===== src/radio_supervisor_pkg.sv =====
// constants and types for the radio power and reset supervisor
// assumes a single 200 MHz clock and an active-low asynchronous reset
// How it works
// low 50 ms to 1 s resets radio
// low beyond 1 s powers radio down
// host waits 30 s after shutdown command
// after shutdown, restart after 60 s high
// monitor output low once radio is off
// radio stays off while line held low
// line going high resets and wakes radio
// host toggles line to leave sleep
// host reset pulse 200 us to 1 s
// module reset wired straight to cpu reset; code passes it through one flop, a cycle late
// low pulses under 50 ms are ignored
package radio_supervisor_pkg;

  // ****************************************
  // timing
  // ****************************************
  localparam int CLK_HZ = 200_000_000;
  localparam int SHORT_MS = 50;
  localparam int LONG_MS = 1000;
  localparam int RESTART_S = 60;
  localparam int RESET_PULSE_US = 200;
  localparam int CNT_W = 34;
  localparam logic [CNT_W-1:0] SHORT_CYC =
    CNT_W'(64'(SHORT_MS) * 64'(CLK_HZ) / 64'd1000);
  localparam logic [CNT_W-1:0] LONG_CYC =
    CNT_W'(64'(LONG_MS) * 64'(CLK_HZ) / 64'd1000);
  localparam logic [CNT_W-1:0] RESTART_CYC =
    CNT_W'(64'(RESTART_S) * 64'(CLK_HZ));
  localparam logic [CNT_W-1:0] RESET_PULSE_CYC =
    CNT_W'((64'(RESET_PULSE_US) * 64'(CLK_HZ) + 64'd999_999) / 64'd1_000_000);

  // ****************************************
  // states
  // ****************************************
  typedef enum logic [2:0] {
    ST_RUN = 3'b000,
    ST_LOW = 3'b001,
    ST_RESET = 3'b010,
    ST_OFF = 3'b011,
    ST_SHDN = 3'b100
  } sup_state_t;

  localparam logic RADIO_ON_RST = 1'b0;
  localparam logic RADIO_RST_N_RST = 1'b0;
  localparam logic MONITOR_RST = 1'b0;
  localparam logic CPU_RST_N_RST = 1'b0;
  localparam logic CTRL_IDLE = 1'b1;
  localparam logic SHDN_IDLE = 1'b0;
  localparam sup_state_t STATE_RST = ST_RESET;

endpackage


===== src/radio_power_reset_supervisor.sv =====
// supervisor that runs the radio from the host's on/off line
// assumes the on/off line and the shutdown strobe are asynchronous pins
`timescale 1ns/100ps
module radio_power_reset_supervisor #(
  parameter logic [radio_supervisor_pkg::CNT_W-1:0] SHORT_CYCLES =
    radio_supervisor_pkg::SHORT_CYC,
  parameter logic [radio_supervisor_pkg::CNT_W-1:0] LONG_CYCLES =
    radio_supervisor_pkg::LONG_CYC,
  parameter logic [radio_supervisor_pkg::CNT_W-1:0] RESTART_CYCLES =
    radio_supervisor_pkg::RESTART_CYC,
  parameter logic [radio_supervisor_pkg::CNT_W-1:0] RESET_CYCLES =
    radio_supervisor_pkg::RESET_PULSE_CYC
)
(
  input wire logic clk_sys,
  input wire logic rst_n,
  input wire logic radio_power_ctrl_n,
  input wire logic radio_shutdown_cmd,
  input wire logic module_reset_n,
  output logic cpu_reset_n,
  output logic radio_on,
  output logic radio_reset_n,
  output logic radio_rail_monitor
);
  import radio_supervisor_pkg::*;

  // ****************************************
  // pin synchronisers
  // ****************************************
  logic ctrlMeta;
  logic ctrlSync;
  logic shdnMeta;
  logic shdnSync;
  logic shdnPrev;
  logic next_ctrlMeta;
  logic next_ctrlSync;
  logic next_shdnMeta;
  logic next_shdnSync;
  logic next_shdnPrev;

  // plain copies; the first stage is read only by the second
  always_comb begin
    next_ctrlMeta = radio_power_ctrl_n;
    next_ctrlSync = ctrlMeta;
    next_shdnMeta = radio_shutdown_cmd;
    next_shdnSync = shdnMeta;
    next_shdnPrev = shdnSync;
  end

  // idle levels after reset, so no false edge follows release
  always_ff @(posedge clk_sys or negedge rst_n) begin
    if (!rst_n) begin
      ctrlMeta <= CTRL_IDLE;
      ctrlSync <= CTRL_IDLE;
      shdnMeta <= SHDN_IDLE;
      shdnSync <= SHDN_IDLE;
      shdnPrev <= SHDN_IDLE;
    end else begin
      ctrlMeta <= next_ctrlMeta;
      ctrlSync <= next_ctrlSync;
      shdnMeta <= next_shdnMeta;
      shdnSync <= next_shdnSync;
      shdnPrev <= next_shdnPrev;
    end
  end

  logic shdnRise;
  assign shdnRise = shdnSync & ~shdnPrev;

  // ****************************************
  // processor reset
  // ****************************************
  // flop keeps the output registered; one cycle of delay is harmless
  // next to a pulse of at least 200 us
  logic next_cpuReset;
  assign next_cpuReset = module_reset_n;

  always_ff @(posedge clk_sys or negedge rst_n) begin
    if (!rst_n) begin
      cpu_reset_n <= CPU_RST_N_RST;
    end else begin
      cpu_reset_n <= next_cpuReset;
    end
  end

  // ****************************************
  // count comparisons
  // ****************************************
  // strict compare: a pulse must outlast the limit to count
  function automatic logic past_limit(
    input logic [CNT_W-1:0] cnt,
    input logic [CNT_W-1:0] limit
  );
    return cnt > limit;
  endfunction

  // reset and shutdown states leave as soon as their limit is reached
  function automatic logic at_limit(
    input logic [CNT_W-1:0] cnt,
    input logic [CNT_W-1:0] limit
  );
    return cnt >= limit;
  endfunction

  // ****************************************
  // control state machine
  // ****************************************
  sup_state_t state;
  sup_state_t next_state;
  logic [CNT_W-1:0] count;
  logic clear;
  logic next_radioOn;
  logic next_radioResetN;
  logic next_monitor;

  // the count restarts at every state change
  cycle_counter cycle_counter_inst (
    .clk_sys(clk_sys),
    .rst_n(rst_n),
    .clear(clear),
    .count(count)
  );

  always_comb begin
    next_state = state;
    clear = 1'b0;
    case (state)
      ST_RUN: begin
        if (!ctrlSync) begin
          next_state = ST_LOW;
          clear = 1'b1;
        end else if (shdnRise) begin
          next_state = ST_SHDN;
          clear = 1'b1;
        end
      end
      ST_LOW: begin
        // the long limit acts while the line is still held low
        if (past_limit(count, LONG_CYCLES)) begin
          next_state = ST_OFF;
          clear = 1'b1;
        end else if (ctrlSync) begin
          if (past_limit(count, SHORT_CYCLES)) begin
            next_state = ST_RESET;
          end else begin
            next_state = ST_RUN;
          end
          clear = 1'b1;
        end
      end
      ST_RESET: begin
        // one pulse length serves both a reset and a wake from off
        if (at_limit(count, RESET_CYCLES)) begin
          next_state = ST_RUN;
          clear = 1'b1;
        end
      end
      ST_OFF: begin
        // a rising line wakes the radio through a reset pulse
        if (ctrlSync) begin
          next_state = ST_RESET;
          clear = 1'b1;
        end
      end
      ST_SHDN: begin
        // the host may drop supply any time after 30 s
        if (!ctrlSync) begin
          next_state = ST_OFF;
          clear = 1'b1;
        end else if (at_limit(count, RESTART_CYCLES)) begin
          next_state = ST_RESET;
          clear = 1'b1;
        end
      end
      default: begin
        next_state = ST_RUN;
        clear = 1'b1;
      end
    endcase
  end

  // ****************************************
  // radio outputs
  // ****************************************
  // decoded from next_state so outputs land with the state register
  always_comb begin
    next_radioOn = 1'b1;
    next_radioResetN = 1'b1;
    next_monitor = 1'b1;
    case (next_state)
      ST_RESET: begin
        next_radioResetN = 1'b0;
      end
      ST_OFF: begin
        next_radioOn = 1'b0;
        next_monitor = 1'b0;
      end
      ST_SHDN: begin
        next_radioOn = 1'b0;
        next_monitor = 1'b0;
      end
      default: begin
        next_radioOn = 1'b1;
      end
    endcase
  end

  always_ff @(posedge clk_sys or negedge rst_n) begin
    if (!rst_n) begin
      state <= STATE_RST;
      radio_on <= RADIO_ON_RST;
      radio_reset_n <= RADIO_RST_N_RST;
      radio_rail_monitor <= MONITOR_RST;
    end else begin
      state <= next_state;
      radio_on <= next_radioOn;
      radio_reset_n <= next_radioResetN;
      radio_rail_monitor <= next_monitor;
    end
  end
endmodule


===== src/cycle_counter.sv =====
// saturating cycle counter with synchronous clear
// assumes clear and count come from the same clock domain
`timescale 1ns/100ps
module cycle_counter (
  input wire logic clk_sys,
  input wire logic rst_n,
  input wire logic clear,
  output logic [radio_supervisor_pkg::CNT_W-1:0] count
);
  import radio_supervisor_pkg::*;

  logic [CNT_W-1:0] next_count;

  always_comb begin
    if (clear) begin
      next_count = '0;
    end else if (&count) begin
      next_count = count;
    end else begin
      next_count = count + CNT_W'(1);
    end
  end

  always_ff @(posedge clk_sys or negedge rst_n) begin
    if (!rst_n) begin
      count <= '0;
    end else begin
      count <= next_count;
    end
  end
endmodule


===== config.mk =====
export PLATFORM = sky130hd
export DESIGN_NAME = radio_power_reset_supervisor
export DESIGN_NICKNAME = d
export VERILOG_FILES = /design/src/radio_supervisor_pkg.sv /design/src/radio_power_reset_supervisor.sv /design/src/cycle_counter.sv
export SDC_FILE = /design/constraint.sdc
export NUM_CORES = 1
export LEC_CHECK = 0
export BUFFER_PORTS_ARGS = -buffer_cell sky130_fd_sc_hd__clkbuf_2
export CAP_MARGIN = 25
export CORE_MARGIN = 4
export CORE_UTILIZATION = 61
export CTS_CLUSTER_SIZE = 40
export DETAILED_ROUTE_END_ITERATION = 8
export PLACE_DENSITY = 0.82
export SLEW_MARGIN = 15
export SYNTH_ARGS = -nofsm -noshare
export SYNTH_HDL_FRONTEND = slang
export SYNTH_SLANG_ARGS = --single-unit

===== constraint.sdc =====
create_clock -name clk_sys -period 3.2 [get_ports clk_sys]
set_input_delay 0.32 -clock clk_sys [delete_from_list [all_inputs] [get_ports clk_sys]]
set_output_delay 0.32 -clock clk_sys [all_outputs]
set_load 0.005 [all_outputs]

Word level (Yosys, flattened, before mapping)
Index checks and enable logic that the tools add are counted.
- $lt $le $gt $ge: 4
- add/sub/neg operators: 1
- eq/ne operators: 8
- muxes and demuxes: 22
- reduce and logical (&&, ||, !) cells: 3
- bitwise logic cells: 2
- operators with widths (cell ; number):
    two-way mux 34 bit ; 2
    adder 34 x 1 -> 34 bit (second input constant) ; 1
    greater-or-equal comparator 34 x 16 -> 1 bit (second input constant) ; 1
    greater-or-equal comparator 34 bit (second input constant) ; 1
    greater-than comparator 34 x 24 -> 1 bit (second input constant) ; 1
    greater-than comparator 34 x 28 -> 1 bit (second input constant) ; 1
    AND reduction 34 bit ; 1
    two-way mux 3 bit ; 8
    case mux 3 bit (5 select lines) ; 1
    equality test 3 x 2 -> 1 bit (second input constant) ; 4
    two-way mux 1 bit ; 9
    equality test 3 bit (second input constant) ; 2
    case mux 1 bit (5 select lines) ; 1
    equality test 3 x 1 -> 1 bit (second input constant) ; 1
    logical NOT 3 bit ; 1
    two-way mux 2 bit ; 1
    != test 2 bit (second input constant) ; 1
    OR reduction 2 bit ; 1
    bitwise AND 1 bit ; 1
    inverter 1 bit ; 1
- word-level logic and storage cells: 50
- register bits after elaboration: 45
- output and inout port bits: 4
- bits of input ports: 5

Logic depth before layout (Yosys ltp)
Gate-level depths: netlist of the first run.
- depth after elaboration: 8
- depth in mapped cells: 9
- mapped depth without buffers: 7

Cells and area by module
Synthesis of the first run repeated with hierarchy kept, for this count alone.
- cell total of the unflattened synthesis: 284
- area total of the unflattened synthesis: 2700.1 µm²
- modules (own cells, without submodules) (module ; area each (µm²) ; cells each ; seq. area each (µm²) ; times used):
    cycle_counter ; 1833.0 ; 182 ; 850.8 ; 1
    radio_power_reset_supervisor ; 867.1 ; 102 ; 279.0 ; 1

Worst setup path before layout of the first run
No wires, ideal clock.
- kind: register to register
- start point: register cycle_counter_inst.count[21] (netlist name)
- end point: register cycle_counter_inst.count[27] (netlist name)
- clock period less this slack: 2185 ps
- data required time: 3129 ps
- cell stages (with the launch flop): 10
- path buffers: 3
- slack: 1015 ps
- arrival: 2114 ps
- cells stage by stage: dfrtp_1 > buf_6 > or4_4 > nor4_1 > o311a_1 > a222oi_1 > a311o_1 > buf_6 > buf_6 > nor2_1
- longest elaborated chain between the ends: 5
- RTL lines (item ; line ; RTL):
    start: declaration ; cycle_counter.sv:8 ; output logic [radio_supervisor_pkg::CNT_W-1:0] count
    start signal: assignment ; cycle_counter.sv:28 ; count <= next_count;
    greater-or-equal comparator 34 bit ; radio_power_reset_supervisor.sv:102 ; return cnt >= limit;
    two-way mux 1 bit ; radio_power_reset_supervisor.sv:170 ; end else if (at_limit(count, RESTART_CYCLES)) begin
    two-way mux 1 bit ; radio_power_reset_supervisor.sv:167 ; if (!ctrlSync) begin
    case mux 1 bit (5 select lines) ; radio_power_reset_supervisor.sv:127 ; case (state)
    != test 2 bit (no line) / two-way mux 34 bit (equally long branches) ; -- ;
Several ways; a longest one is shown, not always the timed one. The select of a mux whose other input is x is not followed.
A chain may end at the register's enable or synchronous reset.

Worst setup path in the final report of the first run
- start point: register cycle_counter_inst.count[21] (netlist name)
- end point: register cycle_counter_inst.count[15] (netlist name)
Same word-level chain as after synthesis.

==> reports/metrics.cfg, run 1 <==
[status]
status=finished clean

[placement]
hpwl_mm=4.140
gp_congestion=0.9209
dp_cells=345
port_buffers=8
pre_cts_ws_ns=0.7859

[logic_synthesis]
synth_edf_count=0
syn-num-nets=310
synth.avg_cell_area_um2=8.895
ys_warn_count=0
ys_ff_latch=45
synthArstFlopShare_pct=100.0
netlist_instances=303
synth_ff_type=dfrtp_1
syn_area_mm2=0.002695
ys_types=56
synth-seq-area-share_pct=41.92

[cells_and_area]
antenna_cells=0
layout_common_cells=nor2_1 (52), dfrtp_1 (42), nand2_1 (22)
fillCellCount=336
largest_reg_flops=34
drive_gt1_share_pct=10.53
reg_top3=cycle_counter_inst.count: 34 flops, state: 3 flops
final_nets=310
top_register=cycle_counter_inst.count
final_common_cell=nor2_1
area_growth_syn_to_layout_pct=4.550
regArea_mm2=0.001130
multi_input_area_mm2=0.001416
finalNonFillerCells=354

[clocking]
worstSkewPairLatency_ns=0.30
cts_tree=built
numCtsBuffers=5
clock-sinks=45
clk_pin_slew_worst_paths_ns=0.09
htreeDepth=2
cts_buffer_depth=2
cts-root-buf=clkbuf_8
post-cts-setup-buffer-count=0

[detailed_routing]
vias=2251
drtPass1Iterations=5
vias_per_cell=6.359
wl_per_cell_um=16.30
ant_nets=0
initialDrtViolationCount=365
drc=0
totalWireLength_mm=5.771

[timing]
max_slew_margin_pct=52.84
setup_viol=0
slew_violations=0
skew_ns=0.006763
fin_ws_ns=0.7331
hold_viol_final=0
period_minus_slack_ns=2.467
worstMarginPinSlew_ns=0.7009
post-route-period-util_pct=77.09
grt_setup_unrepaired=no
max_freq_mhz=405.4
finalSetupTns_ns=0

[global_routing]
grt_max_degree=30
antenna_found_initial=0
grt_pass1_wl_mm=10.01
grt-ovfl-total=0
grt_pass1_vias=2146
grt_usage_pct=23.11

[setup_path]
crit_path_start=cycle_counter_inst.count[21]$_DFFE_PN0P_
cpMaxStageDelayCell=dfrtp_1
crit_family=compound AO/OA/AOI/OAI gates
worst_ep_arrival_time_ns=2.68
r2r_start=cycle_counter_inst.count[21]$_DFFE_PN0P_
critical_path_buf_inv_count=1
path_cells=nor4bb_1, nand4_1, a2111o_1, o311a_1, a311o_1, buf_4, a221oi_2
path_max_fanout=19
end_kind=flop
critPathLaunchType=flop
critical_path_required_ns=3.41
critPathMaxStageDelay_ns=0.51
path_class=flop to flop

[floorplan]
row_count=23
die-area_mm2=0.005546
chipHeight_um=74.47
die_x_um=74.47
start_util_pct=65.04
core_mm2=0.004144
io_pins=9

[power]
power.density_mw_per_mm2=451.6
seq_power_share_pct=50.9
internal_power_mw=0.8631
p_clk_share_pct=27.0
leakage_nw=1.177
ir_worst_vdd_v=0.0002541
p_switching_mw=0.4093
power_frac_comb_pct=22.1
swShare_pct=32.17

[flow_run]
maxCapViolCount=0

[worst_hold_path]
min_path_type=input pin to flop
hp-start=radio_power_ctrl_n

area by class of cell:
class / count / share of cell area, %
Timing Repair Buffer: 15 / 3.819
Multi-Input combinational cell: 232 / 50.27
Clock buffer: 5 / 2.442
Clock inverter: 3 / 0.6217
Tap cell: 50 / 2.220
Inverter: 4 / 0.5329
Sequential cell: 45 / 40.10
routing by layer:
layer	share of wire (%)	global-route usage [%]
met5	0	0
met4	2.1	8.498
met3	6.9	4.324
met2	45	35.71
met1	46	32.53
stage by stage:
step	hold WS (ns)	utilization (%)	instance area (um2)	power, mW
floorplan	0.02441	-	2695	0.8944
global placement	0.3333	65.19	2701	0.9225
detailed placement	0.2833	65.67	2721	0.9410
CTS	0.09479	68.00	2818	1.282
global route	0.08682	68.00	2818	1.342
finish	0.09973	68.00	2818	1.272
power by group through the flow:
stage / registers, mW / logic, mW / clock network, mW
after floorplan: 0.650 / 0.244 / 0
after global placement: 0.657 / 0.265 / 0
after detailed placement: 0.659 / 0.282 / 0
after CTS: 0.648 / 0.284 / 0.350
after global routing: 0.653 / 0.314 / 0.375
final: 0.648 / 0.281 / 0.343
worst paths after layout:
path	end	slack, ns	cells past startpoint
setup / recovery	cycle_counter_inst.count[15]$_DFFE_PN0P_	0.73	7
min in group asynchronous	cycle_counter_inst.count[15]$_DFFE_PN0P_	0.49	2
max in group asynchronous	ctrlMeta$_DFF_PN1_	2.14	3
hold reg to reg	next_shdnPrev$_DFF_PN0_	0.35	0
setup reg to reg	cycle_counter_inst.count[15]$_DFFE_PN0P_	0.73	7
hold / removal	ctrlMeta$_DFF_PN1_	0.1	1
synth_stat cells (2+ instances only):
master,instances,area share [%]
xor2_1,18,5.8
o311a_1,2,0.74
and3_1,6,1.4
or4_1,2,0.56
nor4_1,9,2.1
o2111ai_1,2,0.65
and4_1,3,0.98
inv_1,4,0.56
nand3_1,19,3.5
buf_6,5,2.1
dfrtp_1,42,39
a311o_1,2,0.74
and2_1,4,0.93
buf_2,8,1.5
xnor2_1,11,3.6
o21ai_0,5,0.93
nor2b_1,6,1.4
nand2b_1,3,0.70
dfstp_2,3,2.9
nand3b_1,2,0.56
nand2_1,22,3.1
a21oi_1,5,0.93
nor3_1,7,1.3
clkbuf_1,8,1.1
nor2_1,52,7.2
nand4_1,17,3.9
a21o_1,4,1.1
a211o_1,2,0.65
ha_1,2,0.93
nor2_2,2,0.46
worst reg2reg max path, cell delays in order, from the launching register on:
cell	delay, ns
dfrtp_1	0.51
nor4bb_1	0.36
nand4_1	0.21
a2111o_1	0.46
o311a_1	0.13
a311o_1	0.33
buf_4	0.21
a221oi_2	0.18
logic make-up (layout without fill, tap and decap cells):
group | Yosys count | in the layout | synth area share [%]
simple gates | 162 | 162 | 30.59
flops | 45 | 45 | 41.92
compound gates | 37 | 37 | 10.82
xor+xnor | 29 | 29 | 9.424
buf+inv | 26 | 27 | 5.525
fa+ha+maj | 2 | 2 | 0.9284
mux | 2 | 2 | 0.7892
timing repair:
item,CTS,global route
setup endpoints to repair,0,0
resized for setup,0,0
hold buffers,1,0
endpoints found under the hold margin,15,0
Note: power is estimated with default switching activity, not from simulation.
==> inputs of run 2 (changes only) <==
- CORE_UTILIZATION: 61 -> 56
- PLACE_DENSITY: 0.82 -> 0.79
- clock period: 3.2 -> 2 ns (I/O delays scaled with it)
==> reports/metrics.cfg, run 2 (synthesized netlist as in run 1, its figures left out) <==
[floorplan]
die-area_mm2=0.005987
chipHeight_um=77.38
core_mm2=0.004504
io_pins=9
start_util_pct=59.83
row_count=24
die_x_um=77.38

[detailed_routing]
drtPass1Iterations=5
totalWireLength_mm=7.039
initialDrtViolationCount=249
ant_nets=0
vias=2579
vias_per_cell=6.260
wl_per_cell_um=17.08
drc=0

[placement]
port_buffers=8
place_area_mm2=0.003123
gp_congestion=0.9579
pre_cts_ws_ns=-0.2827
hpwl_mm=5.150

[setup_path]
critPathLaunchType=flop
reg2reg_slack_ns=-0.25
r2r_start=cycle_counter_inst.count[8]$_DFFE_PN0P_
worst-r2r-cell-count=7
worst_ep_arrival_time_ns=2.48
critical_path_required_ns=2.23
path_max_fanout=9
end_kind=flop
r2r_end=cycle_counter_inst.count[6]$_DFFE_PN0P_
path_class=flop to flop

[cells_and_area]
fillCellCount=320
post-route-util_pct=74.42
top_register=cycle_counter_inst.count
area_growth_syn_to_layout_pct=24.37
drive_gt1_share_pct=28.89
layout_common_cells=buf_4 (57), nor2_1 (49), dfrtp_1 (40)
reg_top3=cycle_counter_inst.count: 34 flops, state: 3 flops
final_nets=366
stdcell_area_mm2=0.003352
antenna_cells=0
final_common_cell=buf_4
largest_reg_flops=34

[global_routing]
grt_pass1_wl_mm=12.08
grt-ovfl-total=0
grt_pass1_vias=2576
grt_usage_pct=24.84
grt_max_degree=21
antenna_found_initial=0

[clocking]
cts_tree=built
numCtsBuffers=5
cts-root-buf=clkbuf_8
clock-sinks=45
worstSkewPairLatency_ns=0.30
htreeDepth=2
cts_buffer_depth=2
clk_pin_slew_worst_paths_ns=0.08

[timing]
post-route-period-util_pct=112.7
setup_viol=37
worstMarginPinSlew_ns=0.5212
hold_slack_ns=0.01705
fin_ws_ns=-0.2547
slew_violations=0
grt_setup_unrepaired=yes
period_minus_slack_ns=2.255
max_freq_mhz=443.5
hold_viol_final=0
skew_ns=0.01383
max_slew_margin_pct=65.25

[worst_hold_path]
worst_hold_path.endpoint=cpu_reset_n$_DFF_PN0_
min_path_type=input pin to flop
hp-start=module_reset_n
hold-path-cell-count=1

[flow_run]
maxCapViolCount=0

[status]
status=finished, violations left
violations=setup timing

[power]
power.density_mw_per_mm2=656.2
finalPower_mw=2.200
ir_worst_vdd_v=0.0004153
leakage_nw=1.491

## run 2: worst max-delay path by stage
stage	from	endpoint	slack (ns)	cells past startpoint
floorplan	cycle_counter_inst.count[19]$_DFFE_PN0P_	cycle_counter_inst.count[27]$_DFFE_PN0P_	-0.11	9
global placement	cycle_counter_inst.count[7]$_DFFE_PN0P_	cycle_counter_inst.count[24]$_DFFE_PN0P_	-0.12	7
detailed placement	cycle_counter_inst.count[7]$_DFFE_PN0P_	cycle_counter_inst.count[25]$_DFFE_PN0P_	-0.28	7
CTS	cycle_counter_inst.count[7]$_DFFE_PN0P_	cycle_counter_inst.count[6]$_DFFE_PN0P_	-0.20	7
global route	cycle_counter_inst.count[8]$_DFFE_PN0P_	cycle_counter_inst.count[30]$_DFFE_PN0P_	-0.33	7
finish	cycle_counter_inst.count[8]$_DFFE_PN0P_	cycle_counter_inst.count[6]$_DFFE_PN0P_	-0.25	7
## run 2: cell type report
cell class                 count  area (um2)  share of cell area [%]
multi-input combinational    232        1526                   45.54
sequential                    45        1132                   33.78
timing repair buffer          71       533.0                   15.90
clock buffer                   8       80.08                   2.389
tap                           52       65.06                   1.941
inverter                       4       15.01                  0.4479
## run 2: what timing repair did
item / 4_1_cts / 5_1_grt
hold buffers: 2 / 0
gates resized for setup: 14 / 12
buffers inserted: 2 / 0
endpoints found under the hold margin: 19 / 0
setup endpoints to repair: 37 / 37
pin swaps: 9 / 8
## run 2: critical path: stages, from the launching register on
cell and delay (ns):
dfrtp_1 0.40, nor4bb_2 0.32, nand4_1 0.21, a2111o_1 0.42, o311a_1 0.13, a311o_2 0.41, buf_4 0.20, nor2_1 0.10
## run 2: through the flow
stage | setup TNS, ns | instances
after floorplan | -3.331 | 303
after global placement | -3.494 | 400
after detailed placement | -8.419 | 400
after CTS | -5.466 | 412
after global routing | -10.33 | 412
final | -7.452 | 412
## run 2: layer usage
layer | track usage, % | vias up | share of wire (%) | wire [um]
met5 | 0 | - | 0 | 0
met4 | 5.516 | 0 | 1.6 | 115
met3 | 3.356 | 22 | 5.6 | 396
met2 | 43.44 | 113 | 50 | 3547
met1 | 32.96 | 1261 | 42 | 2979
li1 | - | 1183 | - | -
## run 2: power by group
group	total (mW)	internal [mW]	switching (mW)
clock	0.548	0.249	0.299
combinational	0.629	0.282	0.347
sequential	1.02	0.975	0.0478
total	2.20	1.51	0.693
